## src/verilog/ctl_bank_defines.svh

```systemverilog
`ifndef CTL_BANK_DEFINES_SVH
`define CTL_BANK_DEFINES_SVH

`define IDX_P5_DIR      4'h0
`define IDX_P6_DIR      4'h1
`define IDX_P7_DIR      4'h2
`define IDX_CMP_TA_CTL  4'h3
`define IDX_TB_TC_CTL   4'h4
`define IDX_IR_CTL      4'h5
`define IDX_P5_PD       4'h6
`define IDX_P6_OD       4'h7
`define IDX_P5_PU       4'h8
`define IDX_WDT_CTL     4'h9
`define IDX_INT_EN      4'ha
`define IDX_TA_DATA     4'hb
`define IDX_TB_LO       4'hc
`define IDX_TB_HI       4'hd
`define IDX_TC_DATA     4'he
`define IDX_LPW_RELOAD  4'hf

`define RST_P5_DIR_SMALL 8'h3f
`define RST_P5_DIR_LARGE 8'hff
`define RST_ALL_ONES     8'hff
`define RST_ZERO         8'h00
`define RST_P7_DIR       8'h01
`define MASK_P7_DIR      8'h01
`define MASK_CMP_TA      8'h3f
`define MASK_P5_DIR_LOW  8'h3f

`endif

```

## src/verilog/ctl_bank_pkg.sv

```systemverilog
package ctl_bank_pkg;

    typedef enum logic [1:0] {
        EV_NONE,
        EV_POWER_ON,
        EV_EXT_WDT,
        EV_PIN_WAKE
    } reset_event_t;

    typedef logic [7:0] byte_t;

    typedef struct packed {
        byte_t [15:0] regs;
        byte_t        rd_data;
    } bank_state_t;

endpackage : ctl_bank_pkg
```

## src/verilog/ctl_bank.sv

```systemverilog
// Contract
// Power-on and external or watchdog reset load the same values; pin-change wake-up keeps the values it finds, save as R3 says.
// On power-on or external/watchdog reset port5_direction gets 3f (small) or ff (large).
// On wake-up port5_direction keeps bits 5..0; bits 7..6 kept on large, cleared on small.
// port6_direction loads ff on power-on or external/watchdog reset and is kept on wake-up.
// comparator_timer_a_control clears on power-on or external/watchdog reset, kept on wake.
// timer_b_c_control clears on power-on or external/watchdog reset and is kept on wake-up.
// infrared_carrier_control clears on power-on or external/watchdog reset, kept on wake.
// port5_pulldown_control (active low) loads ff on those resets and is kept on wake-up.
// port6_open_drain_control (active low) loads ff on those resets and is kept on wake-up.
// port5_pullup_control (active low) loads ff on those resets and is kept on wake-up.
// watchdog_wake_control clears on those resets and is kept on wake-up.
// interrupt_enable_mask clears on those resets and is kept on wake-up.
// timer_a_data clears on those resets and is kept on wake-up.
// timer_b_low_data and timer_b_high_data clear on those resets and are kept on wake-up.
// timer_c_data clears on those resets and is kept on wake-up.
// low_pulse_width_reload clears on those resets and is kept on wake-up.
// Unimplemented bits of partial registers read as zero and ignore writes.
//
// The placing of the registers and the address-and-strobe port were left to the implementer.
`timescale 1ns/10ps
`include "ctl_bank_defines.svh"

module ctl_bank
    import ctl_bank_pkg::*;
#(
    parameter bit LARGE_VARIANT = 1'b1
) (
    // Clock and reset.
    input  wire logic         core_clk,
    input  wire logic         srst,
    // Reset events, one-cycle pulses.
    input  wire logic         power_on_evt,
    input  wire logic         ext_wdt_evt,
    input  wire logic         pin_wake_evt,
    // Register port.
    input  wire logic [3:0]   addr,
    input  wire logic [7:0]   wr_data,
    input  wire logic         wr_en,
    input  wire logic         rd_en,
    output logic      [7:0]   rd_data,
    // Control outputs.
    output logic      [7:0]   port5_direction,
    output logic      [7:0]   port6_direction,
    output logic      [7:0]   port7_direction,
    output logic      [7:0]   comparator_timer_a_control,
    output logic      [7:0]   timer_b_c_control,
    output logic      [7:0]   infrared_carrier_control,
    output logic      [7:0]   port5_pulldown_control,
    output logic      [7:0]   port6_open_drain_control,
    output logic      [7:0]   port5_pullup_control,
    output logic      [7:0]   watchdog_wake_control,
    output logic      [7:0]   interrupt_enable_mask,
    output logic      [7:0]   timer_a_data,
    output logic      [7:0]   timer_b_low_data,
    output logic      [7:0]   timer_b_high_data,
    output logic      [7:0]   timer_c_data,
    output logic      [7:0]   low_pulse_width_reload
);

    bank_state_t  state;
    bank_state_t  next_state;
    reset_event_t evt;

    // Writable bits per register; masked bits stay zero forever.
    function automatic byte_t write_mask(input logic [3:0] idx);
        case (idx)
            `IDX_P7_DIR:     write_mask = `MASK_P7_DIR;
            `IDX_CMP_TA_CTL: write_mask = `MASK_CMP_TA;
            `IDX_P5_DIR:     write_mask = LARGE_VARIANT ? 8'hff : `MASK_P5_DIR_LOW;
            default:         write_mask = 8'hff;
        endcase
    endfunction : write_mask

    // Value loaded by power-on and by external or watchdog reset; they agree bit for bit.
    function automatic byte_t cold_value(input logic [3:0] idx);
        case (idx)
            `IDX_P5_DIR: cold_value = LARGE_VARIANT ? `RST_P5_DIR_LARGE
                                                    : `RST_P5_DIR_SMALL;
            `IDX_P6_DIR: cold_value = `RST_ALL_ONES;
            `IDX_P7_DIR: cold_value = `RST_P7_DIR;
            `IDX_P5_PD:  cold_value = `RST_ALL_ONES;
            `IDX_P6_OD:  cold_value = `RST_ALL_ONES;
            `IDX_P5_PU:  cold_value = `RST_ALL_ONES;
            // Controls, enables and timer data all clear. see R5 see R6 see R7
            // see R12 see R13 see R14 see R15
            default:     cold_value = `RST_ZERO;
        endcase
    endfunction : cold_value

    // Power-on outranks the other two when events coincide.
    always_comb begin
        if (power_on_evt) begin
            evt = EV_POWER_ON;
        end else if (ext_wdt_evt) begin
            evt = EV_EXT_WDT;
        end else if (pin_wake_evt) begin
            evt = EV_PIN_WAKE;
        end else begin
            evt = EV_NONE;
        end
    end

    always_comb begin
        next_state = state;
        next_state.rd_data = 8'h00;
        case (evt)
            EV_POWER_ON, EV_EXT_WDT: begin
                for (int i = 0; i < 16; i++) begin
                    next_state.regs[i] = cold_value(4'(i));
                end
            end
            EV_PIN_WAKE: begin
                // Everything is kept except the small variant's missing port 5 bits.
                next_state.regs[`IDX_P5_DIR] = state.regs[`IDX_P5_DIR]
                                               & write_mask(`IDX_P5_DIR);
            end
            EV_NONE: begin
                if (wr_en) begin
                    next_state.regs[addr] = wr_data & write_mask(addr);
                end
            end
            default: begin
                next_state = state;
            end
        endcase
        // A read samples the bank before any same-cycle write lands.
        if (rd_en) begin
            next_state.rd_data = state.regs[addr];
        end
    end

    always_ff @(posedge core_clk) begin
        if (srst) begin
            for (int i = 0; i < 16; i++) begin
                state.regs[i] <= cold_value(4'(i));
            end
            state.rd_data <= 8'h00;
        end else begin
            state <= next_state;
        end
    end

    assign rd_data                    = state.rd_data;
    assign port5_direction            = state.regs[`IDX_P5_DIR];
    assign port6_direction            = state.regs[`IDX_P6_DIR];
    assign port7_direction            = state.regs[`IDX_P7_DIR];
    assign comparator_timer_a_control = state.regs[`IDX_CMP_TA_CTL];
    assign timer_b_c_control          = state.regs[`IDX_TB_TC_CTL];
    assign infrared_carrier_control   = state.regs[`IDX_IR_CTL];
    assign port5_pulldown_control     = state.regs[`IDX_P5_PD];
    assign port6_open_drain_control   = state.regs[`IDX_P6_OD];
    assign port5_pullup_control       = state.regs[`IDX_P5_PU];
    assign watchdog_wake_control      = state.regs[`IDX_WDT_CTL];
    assign interrupt_enable_mask      = state.regs[`IDX_INT_EN];
    assign timer_a_data               = state.regs[`IDX_TA_DATA];
    assign timer_b_low_data           = state.regs[`IDX_TB_LO];
    assign timer_b_high_data          = state.regs[`IDX_TB_HI];
    assign timer_c_data               = state.regs[`IDX_TC_DATA];
    assign low_pulse_width_reload     = state.regs[`IDX_LPW_RELOAD];

    a_cold_p5_dir: assert property (@(posedge core_clk) disable iff (srst)
        (power_on_evt || ext_wdt_evt) |=> port5_direction ==
            (LARGE_VARIANT ? 8'hff : 8'h3f))
        else $error("port5 direction wrong after cold reset");

    a_wake_p5_dir: assert property (@(posedge core_clk) disable iff (srst)
        (pin_wake_evt && !power_on_evt && !ext_wdt_evt) |=>
            port5_direction[5:0] == $past(port5_direction[5:0]) &&
            (LARGE_VARIANT ? port5_direction[7:6] == $past(port5_direction[7:6])
                           : port5_direction[7:6] == 2'b00))
        else $error("port5 direction not kept on wake");

    a_cold_p6_dir: assert property (@(posedge core_clk) disable iff (srst)
        (power_on_evt || ext_wdt_evt) |=> port6_direction == 8'hff)
        else $error("port6 direction not set on cold reset");

    a_wake_p6_dir: assert property (@(posedge core_clk) disable iff (srst)
        (pin_wake_evt && !power_on_evt && !ext_wdt_evt) |=> $stable(port6_direction))
        else $error("port6 direction not kept on wake");

    a_cold_p7_dir: assert property (@(posedge core_clk) disable iff (srst)
        (power_on_evt || ext_wdt_evt) |=> port7_direction == 8'h01)
        else $error("port7 direction wrong after cold reset");

    a_cold_pulls: assert property (@(posedge core_clk) disable iff (srst)
        ext_wdt_evt |=> port5_pulldown_control == 8'hff &&
            port6_open_drain_control == 8'hff && port5_pullup_control == 8'hff)
        else $error("active-low pin controls not all ones");

    a_cold_pulldown: assert property (@(posedge core_clk) disable iff (srst)
        power_on_evt |=> port5_pulldown_control == 8'hff)
        else $error("port5 pull-down control not all ones");

    a_cold_open_drain: assert property (@(posedge core_clk) disable iff (srst)
        (power_on_evt || ext_wdt_evt) |=> port6_open_drain_control == 8'hff)
        else $error("port6 open-drain control not all ones");

    a_cold_pullup: assert property (@(posedge core_clk) disable iff (srst)
        (power_on_evt || ext_wdt_evt) |=> port5_pullup_control == 8'hff)
        else $error("port5 pull-up control not all ones");

    a_wake_pulldown: assert property (@(posedge core_clk) disable iff (srst)
        (pin_wake_evt && !power_on_evt && !ext_wdt_evt) |=> $stable(port5_pulldown_control))
        else $error("port5 pull-down control not kept on wake");

    a_wake_open_drain: assert property (@(posedge core_clk) disable iff (srst)
        (pin_wake_evt && !power_on_evt && !ext_wdt_evt) |=> $stable(port6_open_drain_control))
        else $error("port6 open-drain control not kept on wake");

    a_wake_pullup: assert property (@(posedge core_clk) disable iff (srst)
        (pin_wake_evt && !power_on_evt && !ext_wdt_evt) |=> $stable(port5_pullup_control))
        else $error("port5 pull-up control not kept on wake");

    a_cold_ctrl_zero: assert property (@(posedge core_clk) disable iff (srst)
        power_on_evt |=> comparator_timer_a_control == 8'h00 &&
            timer_b_c_control == 8'h00 && infrared_carrier_control == 8'h00 &&
            watchdog_wake_control == 8'h00)
        else $error("control register not cleared");

    a_cold_cmp_ctl: assert property (@(posedge core_clk) disable iff (srst)
        ext_wdt_evt |=> comparator_timer_a_control == 8'h00)
        else $error("comparator control not cleared");

    a_wake_cmp_ctl: assert property (@(posedge core_clk) disable iff (srst)
        (pin_wake_evt && !power_on_evt && !ext_wdt_evt) |=> $stable(comparator_timer_a_control))
        else $error("comparator control not kept on wake");

    a_cold_tb_tc: assert property (@(posedge core_clk) disable iff (srst)
        ext_wdt_evt |=> timer_b_c_control == 8'h00)
        else $error("timer b and c control not cleared");

    a_wake_tb_tc: assert property (@(posedge core_clk) disable iff (srst)
        (pin_wake_evt && !power_on_evt && !ext_wdt_evt) |=> $stable(timer_b_c_control))
        else $error("timer b and c control not kept on wake");

    a_cold_ir_ctl: assert property (@(posedge core_clk) disable iff (srst)
        ext_wdt_evt |=> infrared_carrier_control == 8'h00)
        else $error("carrier control not cleared");

    a_wake_ir_ctl: assert property (@(posedge core_clk) disable iff (srst)
        (pin_wake_evt && !power_on_evt && !ext_wdt_evt) |=> $stable(infrared_carrier_control))
        else $error("carrier control not kept on wake");

    a_cold_wdt_ctl: assert property (@(posedge core_clk) disable iff (srst)
        ext_wdt_evt |=> watchdog_wake_control == 8'h00)
        else $error("watchdog control not cleared");

    a_wake_wdt_ctl: assert property (@(posedge core_clk) disable iff (srst)
        (pin_wake_evt && !power_on_evt && !ext_wdt_evt) |=> $stable(watchdog_wake_control))
        else $error("watchdog control not kept on wake");

    a_cold_int_zero: assert property (@(posedge core_clk) disable iff (srst)
        (power_on_evt || ext_wdt_evt) |=> interrupt_enable_mask == 8'h00)
        else $error("interrupt enables not cleared");

    a_wake_int_en: assert property (@(posedge core_clk) disable iff (srst)
        (pin_wake_evt && !power_on_evt && !ext_wdt_evt) |=> $stable(interrupt_enable_mask))
        else $error("interrupt enables not kept on wake");

    a_cold_timer_zero: assert property (@(posedge core_clk) disable iff (srst)
        ext_wdt_evt |=> (timer_a_data | timer_b_low_data | timer_b_high_data |
            timer_c_data | low_pulse_width_reload) == 8'h00)
        else $error("timer data not cleared");

    a_cold_ta_data: assert property (@(posedge core_clk) disable iff (srst)
        power_on_evt |=> timer_a_data == 8'h00)
        else $error("timer a data not cleared");

    a_wake_ta_data: assert property (@(posedge core_clk) disable iff (srst)
        (pin_wake_evt && !power_on_evt && !ext_wdt_evt) |=> $stable(timer_a_data))
        else $error("timer a data not kept on wake");

    a_cold_tb_data: assert property (@(posedge core_clk) disable iff (srst)
        power_on_evt |=> timer_b_low_data == 8'h00 &&
            timer_b_high_data == 8'h00)
        else $error("timer b data not cleared");

    a_wake_tb_data: assert property (@(posedge core_clk) disable iff (srst)
        (pin_wake_evt && !power_on_evt && !ext_wdt_evt) |=>
            $stable(timer_b_low_data) && $stable(timer_b_high_data))
        else $error("timer b data not kept on wake");

    a_cold_tc_data: assert property (@(posedge core_clk) disable iff (srst)
        power_on_evt |=> timer_c_data == 8'h00)
        else $error("timer c data not cleared");

    a_wake_tc_data: assert property (@(posedge core_clk) disable iff (srst)
        (pin_wake_evt && !power_on_evt && !ext_wdt_evt) |=> $stable(timer_c_data))
        else $error("timer c data not kept on wake");

    a_cold_lpw_reload: assert property (@(posedge core_clk) disable iff (srst)
        power_on_evt |=> low_pulse_width_reload == 8'h00)
        else $error("low pulse reload not cleared");

    a_wake_lpw_reload: assert property (@(posedge core_clk) disable iff (srst)
        (pin_wake_evt && !power_on_evt && !ext_wdt_evt) |=> $stable(low_pulse_width_reload))
        else $error("low pulse reload not kept on wake");

    a_wake_keeps: assert property (@(posedge core_clk) disable iff (srst)
        (pin_wake_evt && !power_on_evt && !ext_wdt_evt) |=>
            $stable(interrupt_enable_mask) && $stable(timer_c_data) &&
            $stable(infrared_carrier_control))
        else $error("wake-up altered a kept register");

    a_wake_bank: assert property (@(posedge core_clk) disable iff (srst)
        (pin_wake_evt && !power_on_evt && !ext_wdt_evt) |=> $stable(state.regs))
        else $error("wake-up altered the register bank");

    a_unused_bits: assert property (@(posedge core_clk) disable iff (srst)
        port7_direction[7:1] == 7'h00 &&
            comparator_timer_a_control[7:6] == 2'b00)
        else $error("unimplemented bits nonzero");

    a_small_p5_high: assert property (@(posedge core_clk) disable iff (srst)
        LARGE_VARIANT || port5_direction[7:6] == 2'b00)
        else $error("small part port5 direction high bits nonzero");

    a_write_p7_mask: assert property (@(posedge core_clk) disable iff (srst)
        (wr_en && !power_on_evt && !ext_wdt_evt && !pin_wake_evt && addr == `IDX_P7_DIR)
            |=> port7_direction == ($past(wr_data) & 8'h01))
        else $error("port7 direction write not masked");

    a_write_cmp_mask: assert property (@(posedge core_clk) disable iff (srst)
        (wr_en && !power_on_evt && !ext_wdt_evt && !pin_wake_evt && addr == `IDX_CMP_TA_CTL)
            |=> comparator_timer_a_control == ($past(wr_data) & 8'h3f))
        else $error("comparator control write not masked");

    a_write_int_en: assert property (@(posedge core_clk) disable iff (srst)
        (wr_en && !power_on_evt && !ext_wdt_evt && !pin_wake_evt && addr == `IDX_INT_EN)
            |=> interrupt_enable_mask == $past(wr_data))
        else $error("interrupt enable write lost");

    a_read_data: assert property (@(posedge core_clk) disable iff (srst)
        (rd_en && addr == 4'hf) |=> rd_data == $past(low_pulse_width_reload))
        else $error("read data mismatch");

    a_read_p5_dir: assert property (@(posedge core_clk) disable iff (srst)
        (rd_en && addr == `IDX_P5_DIR) |=> rd_data == $past(port5_direction))
        else $error("port5 direction read mismatch");

    a_read_int_en: assert property (@(posedge core_clk) disable iff (srst)
        (rd_en && addr == `IDX_INT_EN) |=> rd_data == $past(interrupt_enable_mask))
        else $error("interrupt enable read mismatch");

    a_read_idle: assert property (@(posedge core_clk) disable iff (srst)
        !rd_en |=> rd_data == 8'h00)
        else $error("read data not zero without a read");

endmodule : ctl_bank

```

## config.mk

```make
export PLATFORM = sky130hd
export DESIGN_NAME = ctl_bank
export DESIGN_NICKNAME = d
export VERILOG_FILES = /design/src/verilog/ctl_bank_pkg.sv /design/src/verilog/ctl_bank.sv
export VERILOG_INCLUDE_DIRS = /design/src /design/src/verilog
export SDC_FILE = /design/constraint.sdc
export NUM_CORES = 1
export LEC_CHECK = 0
export BUFFER_PORTS_ARGS = -buffer_cell sky130_fd_sc_hd__buf_2
export CAP_MARGIN = 20
export CORE_ASPECT_RATIO = 1.1
export CORE_MARGIN = 2
export CORE_UTILIZATION = 53
export CTS_CLUSTER_SIZE = 20
export DETAILED_ROUTE_END_ITERATION = 7
export PLACE_DENSITY_LB_ADDON = 0.08
export SYNTH_ARGS = -nofsm -noshare
export SYNTH_HDL_FRONTEND = slang
export SYNTH_SLANG_ARGS = --single-unit
```

## constraint.sdc

```tcl
create_clock -name core_clk -period 1.88 [get_ports core_clk]
set_input_delay 0.188 -clock core_clk [delete_from_list [all_inputs] [get_ports core_clk]]
set_output_delay 0.188 -clock core_clk [all_outputs]
set_load 0.005 [all_outputs]
```

=== Word level (Yosys, flattened, before mapping) ===
Cells that the tools add are included.
Widths: inputs -> output; s select.

* Register bits: 136
* Input port bits: 19
* Output and inout port bits: 136

* Order comparisons: 2
* Equal/unequal tests: 6
* Mux-type cells: 14
* Bitwise operators: 3
* Reduce and logical (&&, ||, !) cells: 7

{| class="wikitable"
|+ Operators by type and width
! cell !! count
|-
| $pmux 120 s2 || 1
|-
| $bwmux 128 || 1
|-
| $mux 128 || 1
|-
| $bmux 8 s4 || 1
|-
| $demux 8 s4 || 1
|-
| $mux 8 || 4
|-
| $pmux 8 s2 || 2
|-
| $and 8x8->8 || 1
|-
| $eq 4x2->1 const B || 2
|-
| $mux 2 || 3
|-
| $lt 4x5->1 const B || 1
|-
| $eq 2x2->1 const B || 2
|-
| $ge 4x1->1 const B || 1
|-
| $reduce_and 2->1 || 2
|-
| $reduce_or 2->1 || 2
|-
| $eq 2x1->1 const B || 1
|-
| $logic_not 2->1 || 1
|-
| $ne 2x2->1 const B || 1
|-
| $not 1->1 || 2
|-
| $reduce_bool 2->1 || 1
|-
| $logic_and 1x1->1 || 1
|}

=== Depth between registers and ports, before layout ===
* Word-level depth: 9
* Gate-level depth with buffers: 7
* Gate-level depth less buffers: 4

=== Worst setup path before layout ===
OpenSTA, ideal clock, no wires.

* Path kind: input-to-reg
* Start: input port ext_wdt_evt
* End: register state (netlist bit port6_open_drain_control[4])
* Setup time: 120 ps
* Arrival time: 1547 ps
* Data required time: 1760 ps
* Setup slack: 214 ps
* Cell stages on the path: 6
* Buffers on the path: 2
* Cells stage by stage: or2_2 buf_2 a41oi_1 buf_2 nor2_1 a211o_1

* Longest elaborated chain between the ends: 6
* Elaborated cells between the ends (all ways): 10
* Those cells by class: 3 x eq/ne; 3 x mux; 4 x reduce/logical

{| class="wikitable"
|+ RTL lines
! item !! RTL line !! RTL
|-
| from (decl) || ctl_bank.sv:34 || <nowiki>input wire logic ext_wdt_evt,</nowiki>
|-
| $mux 2 (*) || ctl_bank.sv:95 || <nowiki>end else if (ext_wdt_evt) begin</nowiki>
|-
| $mux 2 (*) || ctl_bank.sv:93 || <nowiki>if (power_on_evt) begin</nowiki>
|-
| $eq 2x1->1 or $eq 2x2->1 (tied branches) || ctl_bank.sv:107 || <nowiki>case (evt)</nowiki>
|-
| $reduce_or 2->1 || ctl_bank.sv:107 ||
|-
| $reduce_bool 2->1 (no source line) || -- ||
|-
| $reduce_and 2->1 (no source line) || -- ||
|-
| to (signal assigned) || ctl_bank.sv:140 || <nowiki>state <= next_state;</nowiki>
|-
| to (decl) || ctl_bank.sv:61 || <nowiki>bank_state_t state;</nowiki>
|}

Every way passes the cells marked *; elsewhere a longest branch is shown, timed or not.
A chain may end at the register's enable or synchronous reset.

=== Final worst setup path ===
* Start: input port addr[3]
* End: register state (netlist bit timer_b_low_data[3])

* Longest elaborated chain between the ends: 8
* Elaborated cells between the ends (all ways): 14
* Those cells by class: 2 x order compare; 2 x eq/ne; 8 x mux; 1 x bitwise; 1 x reduce/logical

{| class="wikitable"
|+ RTL lines
! item !! RTL line !! RTL
|-
| from (decl) || ctl_bank.sv:37 || <nowiki>input wire logic [3:0] addr,</nowiki>
|-
| branches (longest 5 deep; another with $lt 4x5->1) || -- ||
|-
| $bwmux 128 (*) || ctl_bank.sv:120 || <nowiki>next_state.regs[addr] = wr_data & write_mask(addr);</nowiki>
|-
| $mux 128 (*) || ctl_bank.sv:119 || <nowiki>if (wr_en) begin</nowiki>
|-
| $pmux 120 s2 (*) || ctl_bank.sv:107 ||
|}

Every way passes the cells marked *. The select of a mux whose other input is x is not followed.

==> run metrics <==
cell breakdown of the critical path buf_2, or4b_1, buf_4, and2_1, a22oi_1, nor2_1; endpoints failing hold 0; largest net degree at the start of global routing 38; non-filler cells, final 933; total gr overflow 0; RR Endpoint rd_data[5]; WP buf/inv 2; Max-Cap Viols 0; routed vias 5820; Yosys reg bits 136; worst flop-to-flop path startpoint infrared_carrier_control[5]; metal1 wirelength 8067 µm; critical path class in -> reg; GP Congestion 0.9476; setup ws final 420.5 ps; top_reg_cell synth dfxtp_1; Peak VDD IR 608.4 µV; Initial Util 54.33%; Post-Syn Instances 603; Reg2Reg Setup Slack 500 ps; initial antenna violation count 0; post_cts resized 0; io pins 155; Die ar. 12050 µm²; Syn Nets 622; placed insts 902; fmax 685.2 MHz; final core area utilization 70.78%; Post-synth ARST share 0%; Detailed Route WL 19640 µm; Worst Hold Launch wr_data[4]; Worst setup SP type input pin; CTS Buf Count 17; DRC Markers 0; die height 114.9 µm; fin crit period 1459 ps; DR top layer met4; clock buffer depth 2; critical-path maximum fanout 12; first-pass GRT wire length 30500 µm; Hold-fix buffers, CTS 0; total setup buffers inserted after CTS 0; nets 793; Avg Inst Size Synth 9.831 µm²; Layout Area Growth over Synthesis 30.27%; Num Clock Sinks 136; First-pass DRT Iterations 6; setup TNS 0 ps; Core Area 10910 µm²; synthesized area 5928 µm²; Worst path max stage delay 530 ps; number of synthesized flops with an enable pin 0; Worst-Margin Slew 876.3 ps; WL per Instance 21.05 µm; Crit. End Element flop; post-place setup slack 34.00 ps; Initial DRC Count 720; met2 wire len 9141 µm; # diodes 0; clock latency on the worst-skew pair 410 ps; Cell Rows 40; Max-slew headroom 40.81%; GRT Util Overall 32.84%; fin. max-slew vios 0; DIE WIDTH 104.8 µm; met3 WL 1918 µm; Critical-path top delay cell or4b_1; Reg2Reg Depth 4; Fill cells 914; total power 0.007188 W; RSZ-0062 raised after global routing no; sequential share of the synthesized area 45.93%; Critical Path AT 1740 ps; number of global-route vias before repair 5454; final setup violation count 0; CTS tree done; CP top delay family simple AND/OR/NAND/NOR gates; status complete, no violations; DR vias/cell 6.238; Clock Skew 4.644 ps; Synth cell types 39; H-tree level count 4; CTS Root Buffer Type clkbuf_16; port bufs 154; Final ANT Viol Nets 0; worst path required time 2160 ps; Synth Warn # 0; post-DP HPWL 13830 µm; CTS clk-pin slew, worst paths 60 ps; fraction of layout cells with a size suffix above 1 33.84%; PD cells 930.8 nW/µm²; WHS Endpoint port5_pulldown_control[4]; Hold Crit Depth 3; final worst-path cycle share 77.63%; min-delay worst type in -> reg; P_leak 3.311 nW
## where the power goes
part,switching (W),internal [W],total (W)
registers,0.0000337,0.00293,0.00296
logic,0.000405,0.000248,0.000652
clock network,0.00125,0.00232,0.00357
total,0.00169,0.00550,0.00719
## synthesized netlist by cell type (all sizes together) (4+ instances only)
library cell / count / area share (%)
a211o: 32 / 4.7
a21oi: 17 / 1.4
a22oi: 87 / 11
a41oi: 13 / 1.9
and2: 16 / 1.7
buf: 18 / 1.5
clkbuf: 29 / 1.8
dfxtp: 136 / 46
mux2: 7 / 1.3
mux2i: 25 / 4.2
mux4: 16 / 6.1
nand2: 13 / 0.82
nand2b: 19 / 2.0
nand3: 9 / 0.76
nor2: 115 / 7.3
nor2b: 7 / 0.74
nor3: 8 / 1.5
nor4: 4 / 1.2
o221ai: 7 / 1.0
o22ai: 8 / 0.84
## stage by stage
step / hold slack (ps) / cell area (µm²)
2_1_floorplan: 336.3 / 5928
3_3_place_gp: 463.1 / 7086
3_5_place_dp: 470.5 / 7086
4_1_cts: 69.46 / 7722
5_1_grt: 97.35 / 7722
6_report: 70.55 / 7722
## placed cells by master, fill, tap and decap left out, types with 17 or more instances in the layout
cell       instances
a211o_1           32
dfxtp_1          136
mux2i_1           25
a21oi_1           17
nand2b_1          19
buf_2            153
nor2_1           115
a22oi_1           87
clkbuf_16         17
buf_4             41
## layout make-up
class                   count  area [µm²]  area share, %
multi-input cells         418        2998          38.82
flip-flops and latches    136        2723          35.26
repair buffers            199        1174          15.20
clock buffers              20       466.7          6.043
well taps                 147       183.9          2.382
clock inverters            11       170.2          2.203
inverters                   2       7.507        0.09721
## logic make-up after synthesis
kind of cell / count (synthesis) / synth area share, %
flip-flops: 136 / 45.93
multiplexers: 48 / 11.63
buffers and inverters: 49 / 3.504
AND/OR/NAND/NOR: 201 / 17.31
AO/OA/AOI/OAI: 169 / 21.63
## metal layers
layer | vias to the layer above | global-route usage, %
li1 | 2606 | -
met1 | 2813 | 46.02
met2 | 361 | 50.65
met3 | 40 | 6.406
met4 | 0 | 12.44
met5 | - | 0
## worst reg2reg max path: stages, from the launching register on
cell	delay (ps)
dfxtp_1	340
mux4_2	500
nand2b_1	170
nand3_1	160
nand2_1	90
## worst max path at each step
stage                 start                             to  slack, ps  depth (start not counted)
2_1_floorplan   ext_wdt_evt    port6_open_drain_control[4]        210                          6
3_3_place_gp        addr[2]           timer_b_high_data[1]         90                          6
3_5_place_dp        addr[1]       interrupt_enable_mask[5]         30                          7
4_1_cts        pin_wake_evt  comparator_timer_a_control[0]        440                          6
5_1_grt             addr[1]       interrupt_enable_mask[1]        240                          7
6_report            addr[3]            timer_b_low_data[3]        420                          6
Note: power is estimated with default switching activity, not from simulation.
